File: src/pirqw_defs.svh
`ifndef PIRQW_DEFS_SVH
`define PIRQW_DEFS_SVH
// Register offsets on the plain register port
`define PIRQW_OFS_SENSE 4'h0
`define PIRQW_OFS_PRIO0 4'h1
`define PIRQW_OFS_PRIO1 4'h2
`define PIRQW_OFS_PRIO2 4'h3
`define PIRQW_OFS_PRIO3 4'h4
`define PIRQW_OFS_CUR 4'h5
`define PIRQW_OFS_PEND 4'h6
`define PIRQW_OFS_PENDH 4'h7
`define PIRQW_OFS_ENA 4'h8
`define PIRQW_OFS_ENAH 4'h9
// Reset values
`define PIRQW_SENSE_RST 8'h00
`define PIRQW_PRIO_RST 8'hff
`define PIRQW_ENA_RST 13'h0000
// Field positions
`define PIRQW_SENSE_A_LSB 0
`define PIRQW_SENSE_B_LSB 2
`define PIRQW_SENSE_C_LSB 4
`define PIRQW_SENSE_WMASK 8'h3f
// Current priority codes
`define PIRQW_LVL0 2'h2
`define PIRQW_LVL1 2'h1
`define PIRQW_LVL2 2'h0
`define PIRQW_LVL3 2'h3
// Sensitivity codes
`define PIRQW_SENS_FALL_LOW 2'h0
`define PIRQW_SENS_RISE 2'h1
`define PIRQW_SENS_FALL 2'h2
`define PIRQW_SENS_BOTH 2'h3
// Vectors
`define PIRQW_VEC_SRC0 16'hfffa
`define PIRQW_VEC_RESET 16'hfffe
`define PIRQW_VEC_TRAP 16'hfffc
// Wake masks per source, bit n is source n
`define PIRQW_WAKE_HALT 13'h001c
`define PIRQW_WAKE_AWU 13'h001d
`define PIRQW_WAKE_ACTIVE 13'h0480
`define PIRQW_SRC_AWU 0
`define PIRQW_SRC_EXTA 2
`endif

File: src/pirqw_pkg.sv
package pirqw_pkg;
  typedef enum logic [2:0] {
    PIRQW_INS_NONE,
    PIRQW_INS_ENABLE,
    PIRQW_INS_DISABLE,
    PIRQW_INS_HALT,
    PIRQW_INS_WAIT,
    PIRQW_INS_POP,
    PIRQW_INS_RETURN,
    PIRQW_INS_TRAP
  } pirqw_instr_t;
  typedef enum logic [1:0] {
    PIRQW_HALT_PLAIN,
    PIRQW_HALT_ACTIVE,
    PIRQW_HALT_AUTO_WAKE
  } pirqw_halt_kind_t;
  typedef struct packed {
    logic boundary;
    pirqw_instr_t instr;
    logic [1:0] pop_prio;
    pirqw_halt_kind_t halt_kind;
  } pirqw_cpu_req_t;
  typedef struct packed {
    logic take;
    logic [15:0] vector;
    logic [1:0] new_prio;
    logic [3:0] src;
  } pirqw_cpu_ans_t;
endpackage

File: src/pirqw_ext_line.sv
`timescale 1ns/1ps
`default_nettype none
`include "pirqw_defs.svh"
module pirqw_ext_line
  import pirqw_pkg::*;
(
  // Clock and reset
  input wire logic ref_clk_in,
  input wire logic sys_rst_in,
  // Line and control
  input wire logic line_in,
  input wire logic [1:0] sense_in,
  input wire logic sense_chg_in,
  input wire logic ack_in,
  // Request
  output logic req_out
);
  logic prev_ff;
  logic latch_ff;
  logic rise;
  logic fall;
  logic edge_hit;
  assign rise = line_in & ~prev_ff;
  assign fall = ~line_in & prev_ff;
  always_comb
  begin
    case (sense_in)
      `PIRQW_SENS_RISE: edge_hit = rise;
      `PIRQW_SENS_FALL: edge_hit = fall;
      `PIRQW_SENS_BOTH: edge_hit = rise | fall;
      default: edge_hit = fall;
    endcase
  end
  always_ff @(posedge ref_clk_in)
  begin
    if (sys_rst_in)
      prev_ff <= 1'b1;
    else
      prev_ff <= line_in;
  end
  // Clear on sense change wins, the line has been redefined
  always_ff @(posedge ref_clk_in)
  begin
    if (sys_rst_in)
      latch_ff <= 1'b0;
    else if (sense_chg_in)
      latch_ff <= 1'b0;
    else if (edge_hit)
      latch_ff <= 1'b1;
    else if (ack_in)
      latch_ff <= 1'b0;
  end
  // Low level adds a live request that needs no latch
  assign req_out = latch_ff |
    ((sense_in == `PIRQW_SENS_FALL_LOW) & ~line_in & ~sense_chg_in);
endmodule
`default_nettype wire

File: src/pirqw_top.sv
`timescale 1ns/1ps
`default_nettype none
`include "pirqw_defs.svh"
// Summary of operation
// - Raising a running source's priority while still pending re-enters it at once.
// - Otherwise a priority change inside its handler applies only at its next request.
// - Enable instruction loads 10 into current priority, level 0.
// - Disable instruction loads 11 into current priority, level 3.
// - Jump-if-masked tests priority equal 11, jump-if-unmasked tests not equal.
// - Halt, pop, enable, disable, wait replace priority until return or another.
// - Thirteen sources, fixed order, vectors from fffa down two bytes each.
// - Sources 2, 3, 4 are port A, B, C lines, waking halt and auto-wake halt.
// - Auto-wake source wakes only from auto-wake halt.
// - Sources 7 and 10 wake only from active halt.
// - Sources 1, 5, 6, 8, 9, 11, 12 never wake from halt.
// - Sense register bits 5:4 port C, 3:2 port B, 1:0 port A.
// - Sense register writes accepted only while priority is level 3.
// - Changing a line's sensitivity clears its pending request.
// - Sense 00 fall plus low, 01 rise, 10 fall, 11 both edges.
// - Wait stops the CPU only; peripherals and state keep going.
// - Entering wait enables all interrupts.
// - Any interrupt or reset ends wait and vectors to its routine.
// - Serve only enabled requests above current level; others stay pending.
// - Highest software priority wins, ties by fixed hardware order.
// - Priority codes: 10 level 0, 01 level 1, 00 level 2, 11 level 3.
// - Edge requests latch and clear on entry to their routine.
module pirqw_top
  import pirqw_pkg::*;
#(
  parameter int NUM_SRC = 13
)
(
  // Clock and reset
  input wire logic ref_clk_in,
  input wire logic sys_rst_in,
  // Register port
  input wire logic [3:0] reg_addr_in,
  input wire logic [7:0] reg_wdata_in,
  input wire logic reg_wr_in,
  input wire logic reg_rd_in,
  output logic [7:0] reg_rdata_out,
  // Sources
  input wire logic [NUM_SRC-1:0] periph_req_in,
  input wire logic port_a_ext_line_in,
  input wire logic port_b_ext_line_in,
  input wire logic port_c_ext_line_in,
  // CPU side
  input wire pirqw_cpu_req_t cpu_req_in,
  output pirqw_cpu_ans_t cpu_ans_out,
  output logic [NUM_SRC-1:0] src_ack_out,
  output logic [1:0] cur_prio_out,
  output logic jump_if_masked_out,
  output logic jump_if_unmasked_out,
  output logic cpu_stopped_out,
  output logic halted_out
);
  if (NUM_SRC != 13)
  begin : g_num_src_chk
    $error("pirqw_top serves exactly thirteen sources");
  end

  typedef enum logic [1:0] {
    PIRQW_RUN,
    PIRQW_WAITING,
    PIRQW_HALTED
  } pirqw_mode_t;

  // ==========================================================
  // Helpers
  // ==========================================================
  // Rank: larger is more urgent
  function automatic logic [1:0] prio_rank(input logic [1:0] code);
    case (code)
      `PIRQW_LVL0: prio_rank = 2'h0;
      `PIRQW_LVL1: prio_rank = 2'h1;
      `PIRQW_LVL2: prio_rank = 2'h2;
      default: prio_rank = 2'h3;
    endcase
  endfunction

  function automatic logic [15:0] src_vector(input logic [3:0] idx);
    src_vector = `PIRQW_VEC_SRC0 - {11'h000, idx, 1'b0};
  endfunction

  // ==========================================================
  // Registers
  // ==========================================================
  logic [7:0] sense_ff;
  logic [7:0] prio_reg_ff [4];
  logic [NUM_SRC-1:0] ena_ff;
  logic [1:0] cur_prio_ff;
  logic [NUM_SRC-1:0] pend_ff;
  logic [3:0] active_src_ff;
  logic active_valid_ff;
  logic [1:0] active_prio_ff;
  pirqw_mode_t mode_ff;
  pirqw_halt_kind_t halt_kind_ff;
  logic [7:0] rdata_ff;
  logic [5:0] sense_chg;
  logic [2:0] ext_req;
  logic sense_wr_ok;
  logic [7:0] sense_new;

  assign sense_new = reg_wdata_in & `PIRQW_SENSE_WMASK;
  assign sense_wr_ok = reg_wr_in && (reg_addr_in == `PIRQW_OFS_SENSE)
    && (cur_prio_ff == `PIRQW_LVL3);

  genvar g;
  generate
    for (g = 0; g < 3; g++)
    begin : g_ext
      assign sense_chg[2*g+1:2*g] = sense_wr_ok ?
        (sense_new[2*g+1:2*g] ^ sense_ff[2*g+1:2*g]) : 2'h0;
      pirqw_ext_line u_line (
        .ref_clk_in(ref_clk_in),
        .sys_rst_in(sys_rst_in),
        .line_in(g == 0 ? port_a_ext_line_in :
          (g == 1 ? port_b_ext_line_in : port_c_ext_line_in)),
        .sense_in(sense_ff[2*g+1:2*g]),
        .sense_chg_in(|sense_chg[2*g+1:2*g]),
        .ack_in(src_ack_out[`PIRQW_SRC_EXTA+g]),
        .req_out(ext_req[g])
      );
    end
  endgenerate

  always_ff @(posedge ref_clk_in)
  begin
    if (sys_rst_in)
      sense_ff <= `PIRQW_SENSE_RST;
    else if (sense_wr_ok)
      sense_ff <= sense_new;
  end

  // Level 0 code cannot be stored; that pair keeps its old value
  always_ff @(posedge ref_clk_in)
  begin
    if (sys_rst_in)
    begin
      for (int i = 0; i < 4; i++)
        prio_reg_ff[i] <= `PIRQW_PRIO_RST;
    end
    else if (reg_wr_in && reg_addr_in >= `PIRQW_OFS_PRIO0 && reg_addr_in <= `PIRQW_OFS_PRIO3)
    begin
      for (int p = 0; p < 4; p++)
      begin
        if (reg_wdata_in[2*p+:2] != `PIRQW_LVL0)
          prio_reg_ff[reg_addr_in[1:0] - 2'h1][2*p+:2] <= reg_wdata_in[2*p+:2];
      end
    end
  end

  always_ff @(posedge ref_clk_in)
  begin
    if (sys_rst_in)
      ena_ff <= `PIRQW_ENA_RST;
    else if (reg_wr_in && reg_addr_in == `PIRQW_OFS_ENA)
      ena_ff[7:0] <= reg_wdata_in;
    else if (reg_wr_in && reg_addr_in == `PIRQW_OFS_ENAH)
      ena_ff[12:8] <= reg_wdata_in[4:0];
  end

  function automatic logic [1:0] src_prio(input logic [3:0] idx);
    logic [7:0] r;
    r = prio_reg_ff[idx[3:2]];
    src_prio = r[2*idx[1:0]+:2];
  endfunction

  // ==========================================================
  // Request collection
  // ==========================================================
  logic [NUM_SRC-1:0] raw_req;
  always_comb
  begin
    raw_req = periph_req_in;
    raw_req[`PIRQW_SRC_EXTA+2:`PIRQW_SRC_EXTA] = ext_req;
  end

  // Pending view: live requests enabled in software
  logic [NUM_SRC-1:0] pend_now;
  assign pend_now = raw_req & ena_ff;

  always_ff @(posedge ref_clk_in)
  begin
    if (sys_rst_in)
      pend_ff <= '0;
    else
      pend_ff <= raw_req;
  end

  // Wake capability by halt kind
  logic [NUM_SRC-1:0] wake_mask;
  always_comb
  begin
    case (halt_kind_ff)
      PIRQW_HALT_ACTIVE: wake_mask = `PIRQW_WAKE_ACTIVE;
      PIRQW_HALT_AUTO_WAKE: wake_mask = `PIRQW_WAKE_AWU;
      default: wake_mask = `PIRQW_WAKE_HALT;
    endcase
  end

  // ==========================================================
  // Arbitration
  // ==========================================================
  logic [NUM_SRC-1:0] candidates;
  logic win_valid;
  logic [3:0] win_src;
  logic [1:0] win_rank;
  logic [1:0] eff_rank;
  assign eff_rank = prio_rank(cur_prio_ff);
  always_comb
  begin
    candidates = pend_now;
    if (mode_ff == PIRQW_HALTED)
      candidates = pend_now & wake_mask;
    win_valid = 1'b0;
    win_src = 4'h0;
    win_rank = 2'h0;
    // Scan low to high hardware priority so a tie goes to the later-scanned, lower-numbered source
    for (int i = NUM_SRC - 1; i >= 0; i--)
    begin
      if (candidates[i] && (prio_rank(src_prio(4'(i))) > eff_rank))
      begin
        if (!win_valid || prio_rank(src_prio(4'(i))) >= win_rank)
        begin
          win_valid = 1'b1;
          win_src = 4'(i);
          win_rank = prio_rank(src_prio(4'(i)));
        end
      end
    end
  end

  // Re-entry: handler raised its own priority while still pending
  logic reenter;
  // Process form so a priority register write alone re-evaluates it
  always_comb
  begin
    reenter = active_valid_ff && pend_now[active_src_ff] &&
      (prio_rank(src_prio(active_src_ff)) > prio_rank(active_prio_ff));
  end

  logic boundary;
  logic is_trap;
  logic take_irq;
  logic [3:0] take_src;
  assign boundary = cpu_req_in.boundary || (mode_ff != PIRQW_RUN);
  assign is_trap = cpu_req_in.boundary && (cpu_req_in.instr == PIRQW_INS_TRAP);
  assign take_irq = boundary && !is_trap && (reenter || win_valid);
  assign take_src = reenter ? active_src_ff : win_src;

  always_comb
  begin
    cpu_ans_out.take = take_irq || is_trap;
    cpu_ans_out.src = take_src;
    if (is_trap)
    begin
      cpu_ans_out.vector = `PIRQW_VEC_TRAP;
      cpu_ans_out.new_prio = `PIRQW_LVL3;
    end
    else
    begin
      cpu_ans_out.vector = src_vector(take_src);
      cpu_ans_out.new_prio = src_prio(take_src);
    end
    src_ack_out = '0;
    if (take_irq)
      src_ack_out[take_src] = 1'b1;
  end

  // ==========================================================
  // Current priority and handler tracking
  // ==========================================================
  always_ff @(posedge ref_clk_in)
  begin
    if (sys_rst_in)
      cur_prio_ff <= `PIRQW_LVL3;
    else if (is_trap)
      cur_prio_ff <= `PIRQW_LVL3;
    else if (take_irq)
      cur_prio_ff <= src_prio(take_src);
    else if (cpu_req_in.boundary)
    begin
      case (cpu_req_in.instr)
        PIRQW_INS_ENABLE: cur_prio_ff <= `PIRQW_LVL0;
        PIRQW_INS_DISABLE: cur_prio_ff <= `PIRQW_LVL3;
        PIRQW_INS_HALT: cur_prio_ff <= `PIRQW_LVL0;
        PIRQW_INS_WAIT: cur_prio_ff <= `PIRQW_LVL0;
        PIRQW_INS_POP: cur_prio_ff <= cpu_req_in.pop_prio;
        PIRQW_INS_RETURN: cur_prio_ff <= cpu_req_in.pop_prio;
        default: cur_prio_ff <= cur_prio_ff;
      endcase
    end
  end

  // Priority stored at entry; later register edits do not touch it
  always_ff @(posedge ref_clk_in)
  begin
    if (sys_rst_in)
    begin
      active_valid_ff <= 1'b0;
      active_src_ff <= 4'h0;
      active_prio_ff <= `PIRQW_LVL3;
    end
    else if (take_irq)
    begin
      active_valid_ff <= 1'b1;
      active_src_ff <= take_src;
      active_prio_ff <= src_prio(take_src);
    end
    else if (is_trap || (cpu_req_in.boundary && cpu_req_in.instr == PIRQW_INS_RETURN))
      active_valid_ff <= 1'b0;
  end

  // ==========================================================
  // Low power modes
  // ==========================================================
  always_ff @(posedge ref_clk_in)
  begin
    if (sys_rst_in)
    begin
      mode_ff <= PIRQW_RUN;
      halt_kind_ff <= PIRQW_HALT_PLAIN;
    end
    else if (take_irq || is_trap)
      mode_ff <= PIRQW_RUN;
    else if (cpu_req_in.boundary && cpu_req_in.instr == PIRQW_INS_WAIT)
      mode_ff <= PIRQW_WAITING;
    else if (cpu_req_in.boundary && cpu_req_in.instr == PIRQW_INS_HALT)
    begin
      mode_ff <= PIRQW_HALTED;
      halt_kind_ff <= cpu_req_in.halt_kind;
    end
  end

  // Only the core clock gate: peripherals and sources keep running
  assign cpu_stopped_out = (mode_ff != PIRQW_RUN);
  assign halted_out = (mode_ff == PIRQW_HALTED);
  assign cur_prio_out = cur_prio_ff;
  assign jump_if_masked_out = (cur_prio_ff == `PIRQW_LVL3);
  assign jump_if_unmasked_out = (cur_prio_ff != `PIRQW_LVL3);

  // ==========================================================
  // Read port
  // ==========================================================
  always_ff @(posedge ref_clk_in)
  begin
    if (sys_rst_in)
      rdata_ff <= 8'h00;
    else if (reg_rd_in)
    begin
      if (reg_addr_in == `PIRQW_OFS_SENSE)
        rdata_ff <= sense_ff;
      else if (reg_addr_in >= `PIRQW_OFS_PRIO0 && reg_addr_in <= `PIRQW_OFS_PRIO3)
        rdata_ff <= prio_reg_ff[reg_addr_in[1:0] - 2'h1];
      else if (reg_addr_in == `PIRQW_OFS_CUR)
        rdata_ff <= {6'h00, cur_prio_ff};
      else if (reg_addr_in == `PIRQW_OFS_PEND)
        rdata_ff <= pend_ff[7:0];
      else if (reg_addr_in == `PIRQW_OFS_PENDH)
        rdata_ff <= {3'h0, pend_ff[12:8]};
      else if (reg_addr_in == `PIRQW_OFS_ENA)
        rdata_ff <= ena_ff[7:0];
      else if (reg_addr_in == `PIRQW_OFS_ENAH)
        rdata_ff <= {3'h0, ena_ff[12:8]};
      else
        rdata_ff <= 8'h00;
    end
    else
      rdata_ff <= 8'h00;
  end
  assign reg_rdata_out = rdata_ff;
endmodule
`default_nettype wire

File: config.mk
export PLATFORM = sky130hd
export DESIGN_NAME = pirqw_top
export DESIGN_NICKNAME = d
export VERILOG_FILES = /design/src/pirqw_pkg.sv /design/src/pirqw_ext_line.sv /design/src/pirqw_top.sv
export VERILOG_INCLUDE_DIRS = /design/src
export SDC_FILE = /design/constraint.sdc
export NUM_CORES = 1
export LEC_CHECK = 0
export BUFFER_PORTS_ARGS = -buffer_cell sky130_fd_sc_hd__buf_2
export CORE_MARGIN = 5
export CORE_UTILIZATION = 37
export CTS_CLUSTER_DIAMETER = 150
export CTS_CLUSTER_SIZE = 12
export DETAILED_ROUTE_END_ITERATION = 7
export PLACE_DENSITY_LB_ADDON = 0.05
export SLEW_MARGIN = 20
export SYNTH_ARGS = -nofsm -noshare
export SYNTH_HDL_FRONTEND = slang
export SYNTH_SLANG_ARGS = --single-unit
File: constraint.sdc
create_clock -name ref_clk_in -period 18.6 [get_ports ref_clk_in]
set_input_delay 1.86 -clock ref_clk_in [delete_from_list [all_inputs] [get_ports ref_clk_in]]
set_output_delay 1.86 -clock ref_clk_in [all_outputs]
set_load 0.02 [all_outputs]
### Yosys cells after proc, flatten, opt, wreduce, memory -nomap -nowiden

Memories as Yosys holds them, arrays and structs flattened. A register that Yosys moved wholly into a read port is not among the register bits.
Index checks and enable logic that the tools add are counted.

* register bits after elaboration: 59
* RAM bits: 32
* bits of input ports: 40
* output and inout bits: 50
* logic and storage cells: 412
* memories: 1

Memory list
* prio_reg_ff: depth 4, width 8, read ports 7, clocked after memory_dff 1, write ports 4, RTL line pirqw_top.sv:89 `logic [7:0] prio_reg_ff [4];`

* add/subtract/negate cells: 2
* order comparisons: 31
* equality and inequality tests: 59
* shift operators: 2
* muxes and demuxes: 159
* bitwise gates (word level): 36
* reductions and logical operators: 103

Operators with widths (count)
* 4-bit two-way mux: 27
* 2-bit one-hot mux with 3 select lines: 17
* 2-bit two-way mux: 43
* 1-bit two-way mux: 55
* 8-bit two-way mux: 6
* 2-bit == test, second input constant: 22
* 2-bit by 1-bit == test with 1-bit output, second input constant: 20
* 2-bit logical NOT: 19
* 1-bit logical AND: 29
* 2-bit > comparator: 14
* 13-bit AND: 2
* 13-bit two-way mux: 2
* 2-bit >= comparator: 12
* 11-bit one-hot mux with 2 select lines: 1
* 18-bit two-way mux: 1
* 3-bit OR reduction: 6
* 1-bit logical OR: 16
* 8-bit by 4-bit variable part select with 2-bit output: 2
* 2-bit nonzero test: 7
* 2-bit OR reduction: 7
* 1-bit logical NOT: 13
* 1-bit NOT: 13
* 1-bit AND: 12
* 3-bit == test, second input constant: 4
* other kinds (22): 42

### Depth between registers and ports, before layout

Gate-level depths: netlist of run 1.

* depth in word-level cells: 69
* depth in mapped cells: 93
* depth with buffers taken out: 91

### Cells and area by module

A second synthesis of run 1 with hierarchy kept.

* cells, all modules: 913
* area total of the unflattened synthesis: 7918.8 µm²

By module, submodules not included
* pirqw_top: times used 1, cells each 871, area an instance 7543.5 µm², seq. area each 2062.0 µm²
* pirqw_ext_line: times used 3, cells each 14, area an instance 125.1 µm², seq. area each 40.0 µm²

### Least setup slack after synthesis of run 1

Ideal clock, no wire load.

* path kind: input -> output
* from: input port periph_req_in[12]
* to: output port cpu_ans_out[5] (netlist bit)
* data arrival time: 18155 ps
* required time: 16740 ps
* slack: -1415 ps
* stages on the path: 86
* path buffers: 3
* path through: o2111a_1 > clkbuf_1 > nand2_1 > nor2_1 > ha_1 > nand2b_1 > a21oi_1 > a211oi_1 > o21ai_0 > inv_1 > ha_1 > nand2b_1 > a21oi_1 > o211a_1 > nor3_1 > mux2i_1 > ha_1 > nand2b_1 > [... 50 more ...] > nand2b_1 > a21oi_1 > o21ai_1 > nand2_1 > nor2_1 > a21o_1 > ha_1 > nand2b_1 > a21oi_1 > o21ai_0 > a221oi_2 > nand2b_1 > o21ai_1 > buf_2 > buf_2 > a211oi_1 > o311a_1 > o21ai_0

RTL lines
* start: declaration: RTL line pirqw_top.sv:43 `input wire logic [NUM_SRC-1:0] periph_req_in,`
* end: declaration: RTL line pirqw_top.sv:49 `output pirqw_cpu_ans_t cpu_ans_out,`

==> results of run 1 <==
-- report_power, final --
part	switching [uW]	total, uW	leakage (uW)	internal (uW)
Sequential	15.1	235	0.000820	220
Clock	92.9	188	0.000147	95.4
Combinational	89.4	158	0.00366	68.5
-- synth_stat cells, drive strengths merged (7+ instances only) --
cell type / count / area, sq um
mux4: 20 / 450
o21ai: 41 / 205
o2111ai: 11 / 103
mux2i: 10 / 100
nor2: 99 / 372
nor2b: 24 / 150
a221o: 7 / 70.1
a2111oi: 7 / 93.9
a221oi: 15 / 144
o211ai: 9 / 67.6
a21oi: 63 / 315
nand3: 25 / 125
buf: 26 / 170
dfxtp: 61 / 1220
a22oi: 8 / 60.1
nand2b: 23 / 144
edfxtp: 32 / 961
xnor2: 8 / 70.1
clkbuf: 29 / 111
or2: 19 / 119
o31ai: 12 / 90.1
nor3: 19 / 100
nand2: 123 / 462
inv: 53 / 201
and2: 19 / 119
ha: 85 / 1060
a211oi: 15 / 113
-- through the flow --
step           instance area, sq um  utilization, %  cells  TNS (ns)  hold slack [ns]
2_1_floorplan                  8390               -    977         0            0.444
3_3_place_gp                   9580            44.2   1378    -17.03            0.465
3_5_place_dp                   9580            44.2   1378    -19.79            0.464
4_1_cts                       10700            49.2   1442     -7.30            0.474
5_1_grt                       11200            51.7   1460    -24.60            0.510
6_report                      11200            51.7   1460     -8.02            0.474
-- worst max-delay path, delay by kind of cell --
family          cells  cell delay, ns
compound gates     32            5.45
fa+ha+maj          15            3.90
buf+inv             7            0.74
mux                 4            0.96
simple gates       31            4.41
-- state kept, by name, indices dropped and copies added (netlist names), named ones only --
name,cells
cur_prio_out,2
active_src_ff,4
sense_ff,6
g_ext.u_line.prev_ff,3
prio_reg_ff,32
active_valid_ff,1
pend_ff,13
g_ext.u_line.latch_ff,3
halt_kind_ff,2
mode_ff,2
active_prio_ff,2
ena_ff,13
reg_rdata_out,8
-- layer usage --
layer  track usage (%)  up-vias  wire length, microns
li1                  -     3954                     -
met3              3.66       52                  1610
met1              32.5     3866                 13300
met2              38.9      229                 14200
met4              6.17        0                   806
met5                 0        -                     0
-- worst max path at each step --
stage,startpoint,to,slack [ns],cells after the start
after floorplan,periph_req_in[12],cpu_ans_out[5],0.004,87
after global placement,periph_req_in[12],cpu_ans_out[4],-1.11,88
after detailed placement,periph_req_in[12],cpu_ans_out[4],-1.21,87
after CTS,periph_req_in[12],cpu_ans_out[5],-0.62,89
after global routing,periph_req_in[12],cpu_ans_out[4],-1.39,89
final,periph_req_in[12],cpu_ans_out[4],-0.64,89
-- cells by family after synthesis --
family / count (synthesis) / synth area share, %
multiplexers: 31 / 6.94
buffers and inverters: 110 / 6.05
other: 2 / 0.0927
AO/OA/AOI/OAI: 253 / 22.9
AND/OR/NAND/NOR: 380 / 22.5
XOR/XNOR: 9 / 0.973
adder cells (fa/ha/maj): 89 / 13.6
flip-flops: 93 / 26.9
-- area by class of cell --
class,instances,share of cell area [%]
clock buffers,9,2.01
clock inverters,7,0.659
inverters,55,1.98
multi-input cells,774,56.1
flip-flops and latches,93,19.5
well taps,280,3.13
repair buffers,242,16.6
-- what timing repair did --
action	CTS	global route
gates cloned	0	0
pin swaps	60	69
buffers inserted	49	32
endpoints found under the setup margin	23	24
resized for setup	100	77
==> results by group, run 1 <==
Timing
  • Final worst-path cycle share: 103%
  • Setup-failing EPs final: 22
  • Slew Viols, Final: 0
  • Max_slew headroom: 35.6%
  • Fin Clk Skew: ~0.013 ns
  • Fin. Hold Viols: 0
  • Setup slack after layout: -0.643 ns
  • F_max: 0.0520 GHz
  • Worst-margin pin slew: 0.953 ns
  • Unrepaired setup endpoints after global routing: true
  • Final worst path period need: between 15 and 20 ns

Floorplanning
  • Die height: 158 microns
  • Initial Util: 37.3%
  • Die ar.: around 25000 sq um
  • CORE AREA: 21700 sq um
  • I/O pin cnt: 90
  • Die X: 158 microns
  • Row cnt: 54

Global route
  • Initial antenna violation count: 0
  • Total congestion overflow: 0
  • Total GRT Usage: 23.6%
  • First-pass GRT wire length: 45200 microns
  • Vias in the first global route: 7765
  • Largest net degree at the start of global routing: 52

Min path
  • Hold depth: 2
  • HP Start: ena_ff[6]
  • Hold Path End: ena_ff[6]
  • Hold WC Path Type: flip-flop to flip-flop

Clocking
  • Max Root-Sink Buffers: 2
  • Clock buffer count from CTS: 9
  • Clk Tree Root Cell: clkbuf_16
  • Clock Latency Late Sink: 0.35 ns
  • Clock-pin slew on the worst setup and hold paths: 0.07 ns
  • Clk sinks: just over 90
  • Hold buffer count at CTS: 0
  • H-tree depth: 3
  • CTS tree: built

Place
  • Detailed Place HPWL: 22800 microns
  • Routability cong.: 0.903
  • Setup WS pre-CTS: -1.21 ns
  • Input/output buffers: 74

Setup path
  • CP dominant cell by count: nand2b_4
  • Crit path required time: around 17 ns
  • Worst Path Arrival: 17.38 ns
  • R2R depth: 91
  • Crit Path Class: input port to primary output
  • CP Max Fanout: 5
  • R2R Setup Slk: 1.43 ns
  • CP startpoint kind: input port
  • CP max-delay cell: or4_4
  • CP endpoint kind: primary output
  • Crit-path max cell delay: 0.57 ns
  • RR Startpoint: prio_reg_ff[3][0]
  • R2R Path End: active_prio_ff[0]

Synth
  • Number of synthesized flops with an enable pin: 32
  • Synth Register Bits: 93
  • Mean post-synth cell area: around 8.4 sq um
  • Warnings from Yosys: 0
  • Ys flop type: dfxtp_1
  • Yosys cell types: 90
  • Async set-or-reset flop fraction in the synthesized netlist: 0%
  • Mapped cell area: roughly 8100 sq um
  • Register area share after synthesis: 26.9%
  • Cell count after synthesis: 967

Routing
  • Via count: slightly above 8000
  • DRT iter0 DRCs: 696
  • Remaining DRCs: 0
  • First-pass iteration count of the detailed router: 5
  • Number of vias per cell: between 5 and 6
  • ANT nets after route: 0
  • Total wire length: 29900 microns
  • WL per Instance: 20.5 microns

Cells and area
  • Commonest non-fill, non-tap cell in the layout: buf_4
  • Footprint of the multi-input gates: 6290 sq um
  • Layout overhead on the synthesized area: 38.4%
  • Most frequent cells in the layout: buf_4, nand2_1, nor2_1
  • Share of cells above drive strength 1: 35.9%
  • Filler Cells Inserted: ~2000
  • Net count reported at finish: 1300
  • Ant diodes: 0
  • FF+latch area: 2180 sq um

Job
  • Max-cap violation count: 0

Pwr
  • Max VDD drop: approximately 0.046 mV
  • PD cells: 51.8 nW/um^2
  • Pwr Total: 581 uW
  • LEAKAGE: 0.00462 uW

Status
  • Status: complete, but fails checks
  • Failing checks: setup timing
No activity file was read; power rests on OpenSTA's default activity.
==> inputs of run 2 (changes only) <==
CELL_PAD_IN_SITES_DETAIL_PLACEMENT = 0   (was not set)
CELL_PAD_IN_SITES_GLOBAL_PLACEMENT = 2   (was not set)
CORE_UTILIZATION = 33   (was 37)
SETUP_SLACK_MARGIN = 0.3   (was not set)
==> run 2 against run 1 <==
Effect of this change:
- the run still ends with setup timing left
- sequential cell count stayed put
- die area is 11% higher
- via count increased by 0.58%
- sequential share of layout area is 0.30 points higher
- wire length is 4.1% higher
- clock power about the same
- critical path type unchanged
- largest power group unchanged
==> results by group, run 2 (same netlist as run 1, synthesis figures left out) <==
Status
  • Status: complete, but fails checks
  • Failing checks: setup timing

Global route
  • Vias in the first global route: 7880 (+1.5%)
  • Total GRT Usage: 21.9% (-1.7 points)
  • First-pass GRT wire length: 47500 microns (+5.1%)
  • Largest net degree at the start of global routing: 52 (unchanged)
  • Total congestion overflow: 0 (unchanged)
  • Initial antenna violation count: 1 (+1)

Clocking
  • Clock Latency Late Sink: 0.36 ns (about the same)
  • H-tree depth: 3 (unchanged)
  • CTS tree: built
  • Clk sinks: 93 (unchanged)
  • Max Root-Sink Buffers: 2 (unchanged)
  • Clk Tree Root Cell: clkbuf_16
  • Clock-pin slew on the worst setup and hold paths: 0.08 ns (about the same)
  • Clock buffer count from CTS: 9 (unchanged)

Setup path
  • CP endpoint kind: primary output
  • Buf+Inv Stages, Crit Path: 9 (+2)
  • CP Max Fanout: 6 (+1)
  • CP dominant cell by count: nand2b_4
  • CP max-delay cell: or4_4
  • Crit path required time: 16.74 ns (about the same)
  • R2R Setup Slk: 1.56 ns (+0.13 ns)
  • Crit Path Class: input port to primary output
  • R2R depth: 100 (+9.9%)
  • CP delay by family, top: compound AO/OA/AOI/OAI gates
  • RR Startpoint: cur_prio_out[1]
  • R2R Path End: g_ext[2].u_line.latch_ff
  • Worst Path Arrival: 17.19 ns (-0.19 ns)
  • CP startpoint kind: input port
  • Crit-path max cell delay: 0.52 ns (-0.05 ns)

Pwr
  • PD cells: 52.6 nW/um^2 (+1.4%)
  • LEAKAGE: 0.00458 uW (-0.86%)
  • Max VDD drop: 0.0377 mV (-18%)
  • Pwr Total: 580 uW (-0.14%)

Routing
  • Number of vias per cell: 5.46 (-1.5%)
  • Via count: 8148 (+0.58%)
  • Total wire length: 31100 microns (+4.1%)
  • WL per Instance: 20.9 microns (+2.0%)
  • DRT iter0 DRCs: 596 (-14%)
  • ANT nets after route: 0 (unchanged)
  • Remaining DRCs: 0 (unchanged)
  • First-pass iteration count of the detailed router: 5 (unchanged)

Cells and area
  • Share of cells above drive strength 1: 34.4% (-1.5 points)
  • Most frequent cells in the layout: buf_4, nand2_1, nor2_1
  • Filler Cells Inserted: 2464 (+21%)
  • Commonest non-fill, non-tap cell in the layout: buf_4
  • Layout overhead on the synthesized area: 36.3%
  • Util after Layout: 45.5% (-6.2 points)
  • Footprint of the multi-input gates: 6140 sq um (-2.4%)
  • Ant diodes: 0 (unchanged)
  • Fin area: 11000 sq um (-1.5%)
  • FF+latch area: 2180 sq um (unchanged)
  • Top flop regs: prio_reg_ff (32), ena_ff (13), pend_ff (13)
  • Non-Filler Instances: 1491 (+2.1%)
  • Net count reported at finish: 1287 (-1.0%)
  • Biggest register: prio_reg_ff
  • Largest register FFs: 32 (unchanged)

Timing
  • Setup-failing EPs final: 18 (-18%)
  • Max_slew headroom: 30.2% (-5.4 points)
  • F_max: 0.0525 GHz (+0.99%)
  • Fin Clk Skew: 0.0148 ns (+0.00167 ns)
  • Fin. Hold Viols: 0 (unchanged)
  • Setup slack after layout: -0.454 ns (+0.188 ns)
  • Slew Viols, Final: 0 (unchanged)
  • Final worst-path cycle share: 102% (-1.0 points)
  • Final worst path period need: 19.05 ns (-0.188 ns)
  • Worst-margin pin slew: 1.04 ns (+0.0838 ns)
  • Unrepaired setup endpoints after global routing: true

Min path
  • Hold WC Path Type: flip-flop to flip-flop
  • Hold Path End: ena_ff[6]
  • HP Start: ena_ff[6]
  • Hold depth: 2 (unchanged)

Job
  • Max-cap violation count: 0 (unchanged)

Place
  • Placed instance area: 9720 sq um (+1.4%)
  • Detailed Place HPWL: 24600 microns (+7.8%)
  • Setup WS pre-CTS: -1.07 ns (+0.143 ns)
  • Input/output buffers: 74 (unchanged)
  • Placed insts: 1421 (+3.1%)
  • Routability cong.: 0.874 (-3.2%)

Floorplanning
  • CORE AREA: 24200 sq um (+12%)
  • Die X: 167 microns (+5.5%)
  • Die height: 167 microns (+5.5%)
  • Die ar.: 27800 sq um (+11%)
  • Row cnt: 57 (+5.6%)
  • Initial Util: 33.4% (-3.9 points)
  • I/O pin cnt: 90 (unchanged)
==> run 2: cell types whose count changed in the layout (fill, tap and decap cells not counted), moves of 3 or more <==
cell / delta
buf_4: -9
buf_6: -6
ha_1: +3
ha_4: -3
nand2_4: +3
nor2_2: +4
nor2_4: -6
o21ai_2: -3
==> run 2: cell type report <==
cell class	count	area share, %
Multi-Input combinational cell	774	55.7
Sequential cell	93	19.8
Inverter	55	1.94
Timing Repair Buffer	229	16.2
Clock inverter	7	0.691
Clock buffer	9	2.04
Tap cell	324	3.67
==> run 2: per-layer routing <==
metal	part of all wire [%]	GRT usage, %
met4	2.1	4.94
met5	0	0
met3	5.2	3.29
met1	46	30.9
met2	46	35.6
==> run 2: power breakdown <==
part | total [uW] | switching (uW) | internal, uW
logic | 158 | 90.6 | 67.6
registers | 233 | 13.1 | 220
clock network | 189 | 93.5 | 95.7
==> run 2: per-stage QoR <==
stage	setup TNS [ns]	hold WS (ns)
2_1_floorplan	0	0.444
6_report	-4.45	0.491
5_1_grt	-22.55	0.520
3_3_place_gp	-13.54	0.471
3_5_place_dp	-15.56	0.483
4_1_cts	-3.57	0.495
==> run 2: worst max path at each step <==
stage | end | slack (ns) | startpoint | cells past startpoint
after detailed placement | cpu_ans_out[4] | -1.07 | periph_req_in[12] | 87
final | cpu_ans_out[5] | -0.45 | periph_req_in[12] | 91
after floorplan | cpu_ans_out[5] | 0.13 | periph_req_in[12] | 87
after global placement | cpu_ans_out[4] | -1.0 | periph_req_in[12] | 86
after CTS | cpu_ans_out[5] | -0.49 | periph_req_in[12] | 92
after global routing | cpu_ans_out[4] | -1.28 | periph_req_in[12] | 91
==> run 2: tightest hold or removal path, delay by kind of cell, from the launching register on <==
family	cells	cell delay (ns)
flip-flops	1	0.33
AND/OR/NAND/NOR	1	0.06
AO/OA/AOI/OAI	1	0.05
==> run 2: what timing repair did <==
action / 4_1_cts / 5_1_grt
hold buffers: 0 / 0
buffers inserted: 30 / 23
pin swaps: 41 / 32
cloned: 1 / 0
gates resized for setup: 90 / 47
setup endpoints to repair: 23 / 25
